===== src/shared/svil_regs.svh =====
// constants for the shared vector interrupt logic
`ifndef SVIL_REGS_SVH
`define SVIL_REGS_SVH
`define SVIL_VEC_SHARED  8'h04
`define SVIL_VEC_CMP_A   8'h08
`define SVIL_VEC_EXT     8'h0c
`define SVIL_VEC_TIMER_A 8'h14
`define SVIL_VEC_TIMER_C 8'h18
`define SVIL_FLAG_RST    1'b0
`define SVIL_EN_RST      1'b0
`endif


===== src/shared/svil_pkg.sv =====
// types for the shared vector interrupt logic
package svil_pkg;
	typedef enum logic [2:0] {
		SVIL_SRC_NONE,
		SVIL_SRC_SHARED,
		SVIL_SRC_CMP_A,
		SVIL_SRC_EXT,
		SVIL_SRC_TIMER_A,
		SVIL_SRC_TIMER_C
	} svil_src_t;
endpackage


===== src/hdl/svil_core.sv =====
// interrupt request, priority and service logic around the shared vector
// Summary of operation
// (RQ1) shared flag sets whenever any member flag becomes set
// (RQ2) servicing shared vector clears shared flag and global enable
// (RQ3) member flags untouched by service; only software clears them
// (RQ4) timer a and c/adc flags set on overflow; vector needs both enables
// (RQ5) servicing timer a or c/adc clears its flag and global enable
// (RQ6) vector 18h source is timer c or adc, fixed by strap
// (RQ7) timer b flag vectors only with global, shared, own enable, stack free
// (RQ8) cmp a flag sets on output change; vector needs global and own enable
// (RQ9) servicing cmp a clears its flag and global enable
// (RQ10) cmp b/c flags set on change; need global, shared and own enable
// (RQ11) any flag rising wakes from power-down, enables ignored
// (RQ12) software sets a flag before power-down to mask its wake-up
// (RQ13) flags hold until serviced or cleared; enable only blocks service
// (RQ14) only the program counter is pushed on interrupt entry
// (RQ15) shared vector branches to 04h
// (RQ16) fixed priority: shared, cmp a, ext, timer a, timer c/adc
// (RQ17) requests are taken at the next t2 phase edge
// (RQ18) no acknowledge while stack is full
// (RQ19) all flags and enables are software readable and writable
`timescale 1ns/1ps
`include "svil_regs.svh"

module svil_core
	import svil_pkg::*;
(
	input  wire logic       clk,
	input  wire logic       rst_n,
	input  wire logic       t2_edge,
	input  wire logic       stack_full,
	input  wire logic       src_sel_adc,
	input  wire logic       timer_a_ovf,
	input  wire logic       timer_b_ovf,
	input  wire logic       timer_c_ovf,
	input  wire logic       adc_done,
	input  wire logic       cmp_a_out,
	input  wire logic       cmp_b_out,
	input  wire logic       cmp_c_out,
	input  wire logic       ext_flag,
	input  wire logic       ext_enable,
	input  wire logic       sw_we,
	input  wire logic [8:0] sw_flag_wdata,
	input  wire logic [6:0] sw_en_wdata,
	output logic      [8:0] sw_flag_rdata,
	output logic      [6:0] sw_en_rdata,
	output logic            irq_take,
	output logic      [7:0] irq_vector,
	output logic            push_pc,
	output logic            ext_service,
	output logic            wake_up
);
	// flag order: 0 shared,1 ta,2 tb,3 tc/adc,4 ca,5 cb,6 cc
	// enable order: 0 global,1 shared,2 ta,3 tb,4 tc/adc,5 ca,6 cb
	// sw_flag bits 7..8 and enable cmp_c handled below

	logic shared_vector_flag;
	logic timer_a_ovf_flag;
	logic timer_b_ovf_flag;
	logic timer_c_or_adc_flag;
	logic cmp_a_change_flag;
	logic cmp_b_change_flag;
	logic cmp_c_change_flag;
	logic global_irq_enable;
	logic shared_vector_enable;
	logic timer_a_ovf_enable;
	logic timer_b_ovf_enable;
	logic timer_c_or_adc_enable;
	logic cmp_a_change_enable;
	logic cmp_b_change_enable;
	logic cmp_c_change_enable;
	logic src_adc;
	logic strap_done;
	logic cmp_a_q;
	logic cmp_b_q;
	logic cmp_c_q;
	logic [6:0] flags_q;
	svil_src_t next_src;

	// ---------------------------------------------------------------
	// source events
	// ---------------------------------------------------------------
	logic ev_ta;
	logic ev_tb;
	logic ev_tc;
	logic ev_ca;
	logic ev_cb;
	logic ev_cc;
	logic mem_shared;
	logic svc_shared;
	logic svc_ca;
	logic svc_ta;
	logic svc_tc;

	assign ev_ta = timer_a_ovf;                                     // see (RQ4)
	assign ev_tb = timer_b_ovf;                                     // see (RQ7)
	assign ev_tc = src_adc ? adc_done : timer_c_ovf;                // see (RQ6)
	assign ev_ca = cmp_a_out ^ cmp_a_q;                             // see (RQ8)
	assign ev_cb = cmp_b_out ^ cmp_b_q;                             // see (RQ10)
	assign ev_cc = cmp_c_out ^ cmp_c_q;                             // see (RQ10)

	// member enabled and pending feeds the shared request
	assign mem_shared = (timer_b_ovf_flag & timer_b_ovf_enable)
		| (cmp_b_change_flag & cmp_b_change_enable)
		| (cmp_c_change_flag & cmp_c_change_enable);                  // see (RQ7)

	// ---------------------------------------------------------------
	// priority
	// ---------------------------------------------------------------
	always_comb
	begin
		next_src = SVIL_SRC_NONE;
		if (global_irq_enable && !stack_full)                         // see (RQ18)
		begin
			if (shared_vector_flag && shared_vector_enable && mem_shared)
				next_src = SVIL_SRC_SHARED;                           // see (RQ16)
			else if (cmp_a_change_flag && cmp_a_change_enable)
				next_src = SVIL_SRC_CMP_A;                            // see (RQ8)
			else if (ext_flag && ext_enable)
				next_src = SVIL_SRC_EXT;
			else if (timer_a_ovf_flag && timer_a_ovf_enable)
				next_src = SVIL_SRC_TIMER_A;                          // see (RQ4)
			else if (timer_c_or_adc_flag && timer_c_or_adc_enable)
				next_src = SVIL_SRC_TIMER_C;
		end
	end

	// only sampled at the t2 phase edge
	assign svc_shared = t2_edge && next_src == SVIL_SRC_SHARED;        // see (RQ17)
	assign svc_ca     = t2_edge && next_src == SVIL_SRC_CMP_A;
	assign svc_ta     = t2_edge && next_src == SVIL_SRC_TIMER_A;
	assign svc_tc     = t2_edge && next_src == SVIL_SRC_TIMER_C;

	// ---------------------------------------------------------------
	// strap and comparator history
	// ---------------------------------------------------------------
	always_ff @(posedge clk or negedge rst_n)
	begin
		if (!rst_n)
		begin
			src_adc    <= 1'b0;
			strap_done <= 1'b0;
		end
		else if (!strap_done)
		begin
			// caught once after reset; software has no path to it
			src_adc    <= src_sel_adc;                                // see (RQ6)
			strap_done <= 1'b1;
		end
	end

	always_ff @(posedge clk or negedge rst_n)
	begin
		if (!rst_n)
		begin
			cmp_a_q <= 1'b0;
			cmp_b_q <= 1'b0;
			cmp_c_q <= 1'b0;
		end
		else
		begin
			cmp_a_q <= cmp_a_out;
			cmp_b_q <= cmp_b_out;
			cmp_c_q <= cmp_c_out;
		end
	end

	// ---------------------------------------------------------------
	// request flags: hardware set wins over any clear
	// ---------------------------------------------------------------
	always_ff @(posedge clk or negedge rst_n)
	begin
		if (!rst_n)
		begin
			shared_vector_flag  <= `SVIL_FLAG_RST;
			timer_a_ovf_flag    <= `SVIL_FLAG_RST;
			timer_b_ovf_flag    <= `SVIL_FLAG_RST;
			timer_c_or_adc_flag <= `SVIL_FLAG_RST;
			cmp_a_change_flag   <= `SVIL_FLAG_RST;
			cmp_b_change_flag   <= `SVIL_FLAG_RST;
			cmp_c_change_flag   <= `SVIL_FLAG_RST;
		end
		else
		begin
			if (ev_tb || ev_cb || ev_cc || (sw_we && (sw_flag_wdata[2]
				|| sw_flag_wdata[5] || sw_flag_wdata[6])))
				shared_vector_flag <= 1'b1;                           // see (RQ1)
			else if (svc_shared)
				shared_vector_flag <= 1'b0;                           // see (RQ2)
			else if (sw_we)
				shared_vector_flag <= sw_flag_wdata[0];               // see (RQ19)

			if (ev_ta)
				timer_a_ovf_flag <= 1'b1;
			else if (svc_ta)
				timer_a_ovf_flag <= 1'b0;                             // see (RQ5)
			else if (sw_we)
				timer_a_ovf_flag <= sw_flag_wdata[1];                 // see (RQ13)

			// member flags: no service clear
			if (ev_tb)
				timer_b_ovf_flag <= 1'b1;
			else if (sw_we)
				timer_b_ovf_flag <= sw_flag_wdata[2];                 // see (RQ3)

			if (ev_tc)
				timer_c_or_adc_flag <= 1'b1;
			else if (svc_tc)
				timer_c_or_adc_flag <= 1'b0;                          // see (RQ5)
			else if (sw_we)
				timer_c_or_adc_flag <= sw_flag_wdata[3];

			if (ev_ca)
				cmp_a_change_flag <= 1'b1;
			else if (svc_ca)
				cmp_a_change_flag <= 1'b0;                            // see (RQ9)
			else if (sw_we)
				cmp_a_change_flag <= sw_flag_wdata[4];

			if (ev_cb)
				cmp_b_change_flag <= 1'b1;
			else if (sw_we)
				cmp_b_change_flag <= sw_flag_wdata[5];                // see (RQ3)

			if (ev_cc)
				cmp_c_change_flag <= 1'b1;
			else if (sw_we)
				cmp_c_change_flag <= sw_flag_wdata[6];                // see (RQ3)
		end
	end

	// ---------------------------------------------------------------
	// enables: any service drops the global enable
	// ---------------------------------------------------------------
	always_ff @(posedge clk or negedge rst_n)
	begin
		if (!rst_n)
		begin
			global_irq_enable     <= `SVIL_EN_RST;
			shared_vector_enable  <= `SVIL_EN_RST;
			timer_a_ovf_enable    <= `SVIL_EN_RST;
			timer_b_ovf_enable    <= `SVIL_EN_RST;
			timer_c_or_adc_enable <= `SVIL_EN_RST;
			cmp_a_change_enable   <= `SVIL_EN_RST;
			cmp_b_change_enable   <= `SVIL_EN_RST;
			cmp_c_change_enable   <= `SVIL_EN_RST;
		end
		else
		begin
			if (t2_edge && next_src != SVIL_SRC_NONE)
				global_irq_enable <= 1'b0;                            // see (RQ2) (RQ5) (RQ9)
			else if (sw_we)
				global_irq_enable <= sw_en_wdata[0];                  // see (RQ19)
			if (sw_we)
			begin
				shared_vector_enable  <= sw_en_wdata[1];
				timer_a_ovf_enable    <= sw_en_wdata[2];
				timer_b_ovf_enable    <= sw_en_wdata[3];
				timer_c_or_adc_enable <= sw_en_wdata[4];
				cmp_a_change_enable   <= sw_en_wdata[5];
				cmp_b_change_enable   <= sw_en_wdata[6];
				cmp_c_change_enable   <= sw_flag_wdata[8];
			end
		end
	end

	// ---------------------------------------------------------------
	// outputs to the core
	// ---------------------------------------------------------------
	always_ff @(posedge clk or negedge rst_n)
	begin
		if (!rst_n)
		begin
			irq_take    <= 1'b0;
			push_pc     <= 1'b0;
			ext_service <= 1'b0;
			irq_vector  <= 8'h00;
			flags_q     <= 7'h00;
			wake_up     <= 1'b0;
		end
		else
		begin
			irq_take    <= t2_edge && next_src != SVIL_SRC_NONE;
			// only the pc goes on the stack; isr saves anything else
			push_pc     <= t2_edge && next_src != SVIL_SRC_NONE;      // see (RQ14)
			ext_service <= t2_edge && next_src == SVIL_SRC_EXT;
			unique case (next_src)
				SVIL_SRC_NONE:    irq_vector <= 8'h00;
				SVIL_SRC_SHARED:  irq_vector <= `SVIL_VEC_SHARED;     // see (RQ15)
				SVIL_SRC_CMP_A:   irq_vector <= `SVIL_VEC_CMP_A;
				SVIL_SRC_EXT:     irq_vector <= `SVIL_VEC_EXT;
				SVIL_SRC_TIMER_A: irq_vector <= `SVIL_VEC_TIMER_A;
				SVIL_SRC_TIMER_C: irq_vector <= `SVIL_VEC_TIMER_C;
				default:          irq_vector <= 8'h00;
			endcase
			flags_q <= {cmp_c_change_flag, cmp_b_change_flag, cmp_a_change_flag,
				timer_c_or_adc_flag, timer_b_ovf_flag, timer_a_ovf_flag, shared_vector_flag};
			// flags preset by software cannot rise, so they stay silent
			wake_up <= |({cmp_c_change_flag, cmp_b_change_flag, cmp_a_change_flag,
				timer_c_or_adc_flag, timer_b_ovf_flag, timer_a_ovf_flag, shared_vector_flag}
				& ~flags_q);                                          // see (RQ11) (RQ12)
		end
	end

	always_ff @(posedge clk or negedge rst_n)
	begin
		if (!rst_n)
		begin
			sw_flag_rdata <= 9'h000;
			sw_en_rdata   <= 7'h00;
		end
		else
		begin
			sw_flag_rdata <= {cmp_c_change_enable, 1'b0, flags_q[6:0]};
			sw_en_rdata   <= {cmp_b_change_enable, cmp_a_change_enable,
				timer_c_or_adc_enable, timer_b_ovf_enable, timer_a_ovf_enable,
				shared_vector_enable, global_irq_enable};
		end
	end

endmodule // svil_core


===== config.mk =====
export PLATFORM = sky130hd
export DESIGN_NAME = svil_core
export DESIGN_NICKNAME = d
export VERILOG_FILES = /design/src/shared/svil_pkg.sv /design/src/hdl/svil_core.sv
export VERILOG_INCLUDE_DIRS = /design/src /design/src/shared
export SDC_FILE = /design/constraint.sdc
export NUM_CORES = 1
export LEC_CHECK = 0
export BUFFER_PORTS_ARGS = -buffer_cell sky130_fd_sc_hd__buf_2
export CORE_MARGIN = 5
export CORE_UTILIZATION = 49
export DETAILED_ROUTE_END_ITERATION = 8
export GPL_TIMING_DRIVEN = 1
export HOLD_SLACK_MARGIN = 0.02
export PLACE_DENSITY_LB_ADDON = 0.1
export SETUP_SLACK_MARGIN = 0.15
export SYNTH_ARGS = -nofsm -noshare
export SYNTH_HDL_FRONTEND = slang
export SYNTH_SLANG_ARGS = --single-unit

===== constraint.sdc =====
create_clock -name clk -period 1.8 [get_ports clk]
set_input_delay 0.36 -clock clk [delete_from_list [all_inputs] [get_ports clk]]
set_output_delay 0.36 -clock clk [all_outputs]
set_load 0.02 [all_outputs]

==> out/results.tsv <==
metric	value	unit
RSZ-0062 raised after global routing	true	
CTS H-tree lvls	2	
Die X	70.6	um
post-synthesis cell type count	35	
mean number of vias per cell	4.72	
# rows	22	
ys async rst share	100	%
drc violations	0	
Gate Count Post-Synth	129	
grt ovf	0	
diode count	0	
Hold WC Path Type	primary input to flop	
Worst setup SP type	flop	
most common cell after layout, fill and taps aside	buf_2	
overall global routing resource usage	14.2	%
max cap viols	0	
setup violators final	0	
WHS Path Cells	1	
crit-path max cell delay	0.41	ns
Nets	219	
wire length on met3	219	um
Routed WL	3320	um
final number of hold-violating endpoints	0	
CP required	2.03	ns
Cell Area, Synth	1800	um2
main flop type after synthesis	dfrtp_1	
DRT antenna net count	0	
post_cts resized	0	
EDFF count, synth	0	
DRT Pass-1 Iters	3	
reg2reg path depth	6	
Post-DP HPWL	2530	um
fmax	0.631	GHz
clock slew at reported path FFs	0.09	ns
largest net degree at the start of global routing	30	
Hold Path Origin	cmp_c_out	
Layout area overhead	24.4	%
vias in the first global route	1231	
Power Dens Cells	1040	nW/um2
die area	4980	um2
initial antenna violation count	0	
WL met2	1710	um
Top Ports	59	
total negative slack	0	ns
TritonCTS buffer count	5	
vias	1119	
CTS root buf	clkbuf_8	
Yosys warning count	0	
crit path time final	1.58	ns
R2R setup slack	0.22	ns
Die Ht	70.6	um
status	complete, no violations	
P_leak	1.09	nW
share of cells above drive strength 1	36.5	%
Final Skew	0.00626	ns
core area	3610	um2
Crit Reg-Reg Endpoint	timer_a_ovf_flag	
post-place setup slack	0.169	ns
clock sink count	48	
clock buffer depth	2	
crit path max fanout	4	
setup ws final	0.215	ns
Crit Path Class	flop to flop	
worst flop-to-flop path startpoint	cmp_b_change_flag	
Setup crit end kind	flop	
Starting Density	49.9	%
register area share after synthesis	66.8	%
Final period util	88.0	%
Peak supply drop	0.000570	V
Final Wtd Congestion	0.787	
IO buf count	51	
max layer used	met4	
Mapped Avg Cell Area	13.9	um2
DR iter-0 viols	37	
first-pass GRT wire length	5570	um
Clock Latency Late Sink	0.30	ns
Met1 Routed Length	1360	um
Max stage delay cell, worst path	dfrtp_1	
Wirelength per Cell	14.0	um
CP cell instances	a22oi_2, buf_4, a2111oi_4, a31oi_2, and4bb_1, o21bai_1	
WP data arrival	1.81	ns
Min-Delay Endpoint	cmp_c_q	
Pins Over Slew Limit	0	
Seq cells post-synth	48	
CTS tree	yes	
most frequent cells in the layout	51 x buf_2, 48 x dfrtp_1, 11 x nand2_1	
## synth_stat cells (2+ instances only)
cell type	count	area share [%]
nand2_1	11	2.3
o21ai_1	3	0.83
and4_1	2	0.97
xnor2_1	4	1.9
a21oi_1	2	0.56
conb_1	2	0.42
o22ai_1	3	1.0
o21ai_0	2	0.56
dfrtp_1	48	67
buf_4	7	2.9
mux2_1	7	4.4
buf_2	2	0.56
inv_1	7	1.5
nor2_1	2	0.42
mux2i_1	7	3.9
## cell families (layout without fill, tap and decap cells)
family                    after synthesis  after routing  synth area share [%]
AOI/OAI and AO/OA                      20             20                  9.33
xor gates and xnor gates                4              4                  1.95
buffers and inverters                  16             71                  4.94
DFF                                    48             48                  66.8
muxes                                  15             15                  8.91
other                                   2              7                 0.418
and+or+nand+nor                        24             24                  7.66
## metal layers
layer  up-vias  GRT usage [%]
met4         0           5.01
met3         4           4.83
met1       538           16.5
met5         -              0
met2        33           24.6
li1        544              -
## layout make-up
type / instances / area (um2)
Timing Repair Buffer: 56 / 308
Clock buffer: 5 / 68.8
Fill cell: 297 / 1370
Tap cell: 48 / 60.1
Clock inverter: 3 / 46.3
Inverter: 7 / 26.3
Sequential cell: 48 / 1200
Multi-Input combinational cell: 70 / 527
## metrics by stage
step | hold slack (ns) | cell area (um2) | utilization [%] | instances | total power [mW]
2_1_floorplan | 0.0644 | 1820 | - | 134 | 1.44
3_3_place_gp | 0.334 | 2100 | 58.2 | 226 | 1.56
3_5_place_dp | 0.348 | 2100 | 58.2 | 226 | 1.57
4_1_cts | 0.184 | 2220 | 61.6 | 235 | 2.36
5_1_grt | 0.183 | 2240 | 62.0 | 237 | 2.44
6_report | 0.189 | 2240 | 62.0 | 237 | 2.34
## flip-flops by register name, summed over array words and instances, names as in the netlist, 3 cells and up
register,count
flags_q,7
sw_en_rdata,7
irq_vector,3
sw_flag_rdata,8
## critical path: cells and delay by family, from the launching register on
family,cells,cell delay (ns)
simple gates,1,0.22
flops,1,0.41
compound gates,4,0.73
buf+inv,1,0.15
## power breakdown
group	total (mW)	internal, mW	switching, mW
registers	1.22	1.17	0.0495
logic	0.339	0.136	0.203
clock network	0.779	0.418	0.361
total	2.34	1.72	0.613
## timing repair
item | in CTS | in global routing
hold buffers | 1 | 0
endpoints found under the setup margin | 0 | 1
endpoints found under the hold margin | 6 | 0
buffers inserted | 0 | 2
## how the worst max path moves through the flow
stage	startpoint	end	slack, ns
6_report	cmp_b_change_flag	timer_a_ovf_flag	0.22
5_1_grt	cmp_b_change_flag	timer_a_ovf_flag	0.11
4_1_cts	cmp_b_change_flag	timer_c_or_adc_flag	0.16
3_5_place_dp	cmp_b_change_flag	timer_c_or_adc_flag	0.17
3_3_place_gp	cmp_b_change_flag	timer_c_or_adc_flag	0.22
2_1_floorplan	cmp_b_change_flag	timer_c_or_adc_flag	0.39
(Power assumes the default switching activity.)
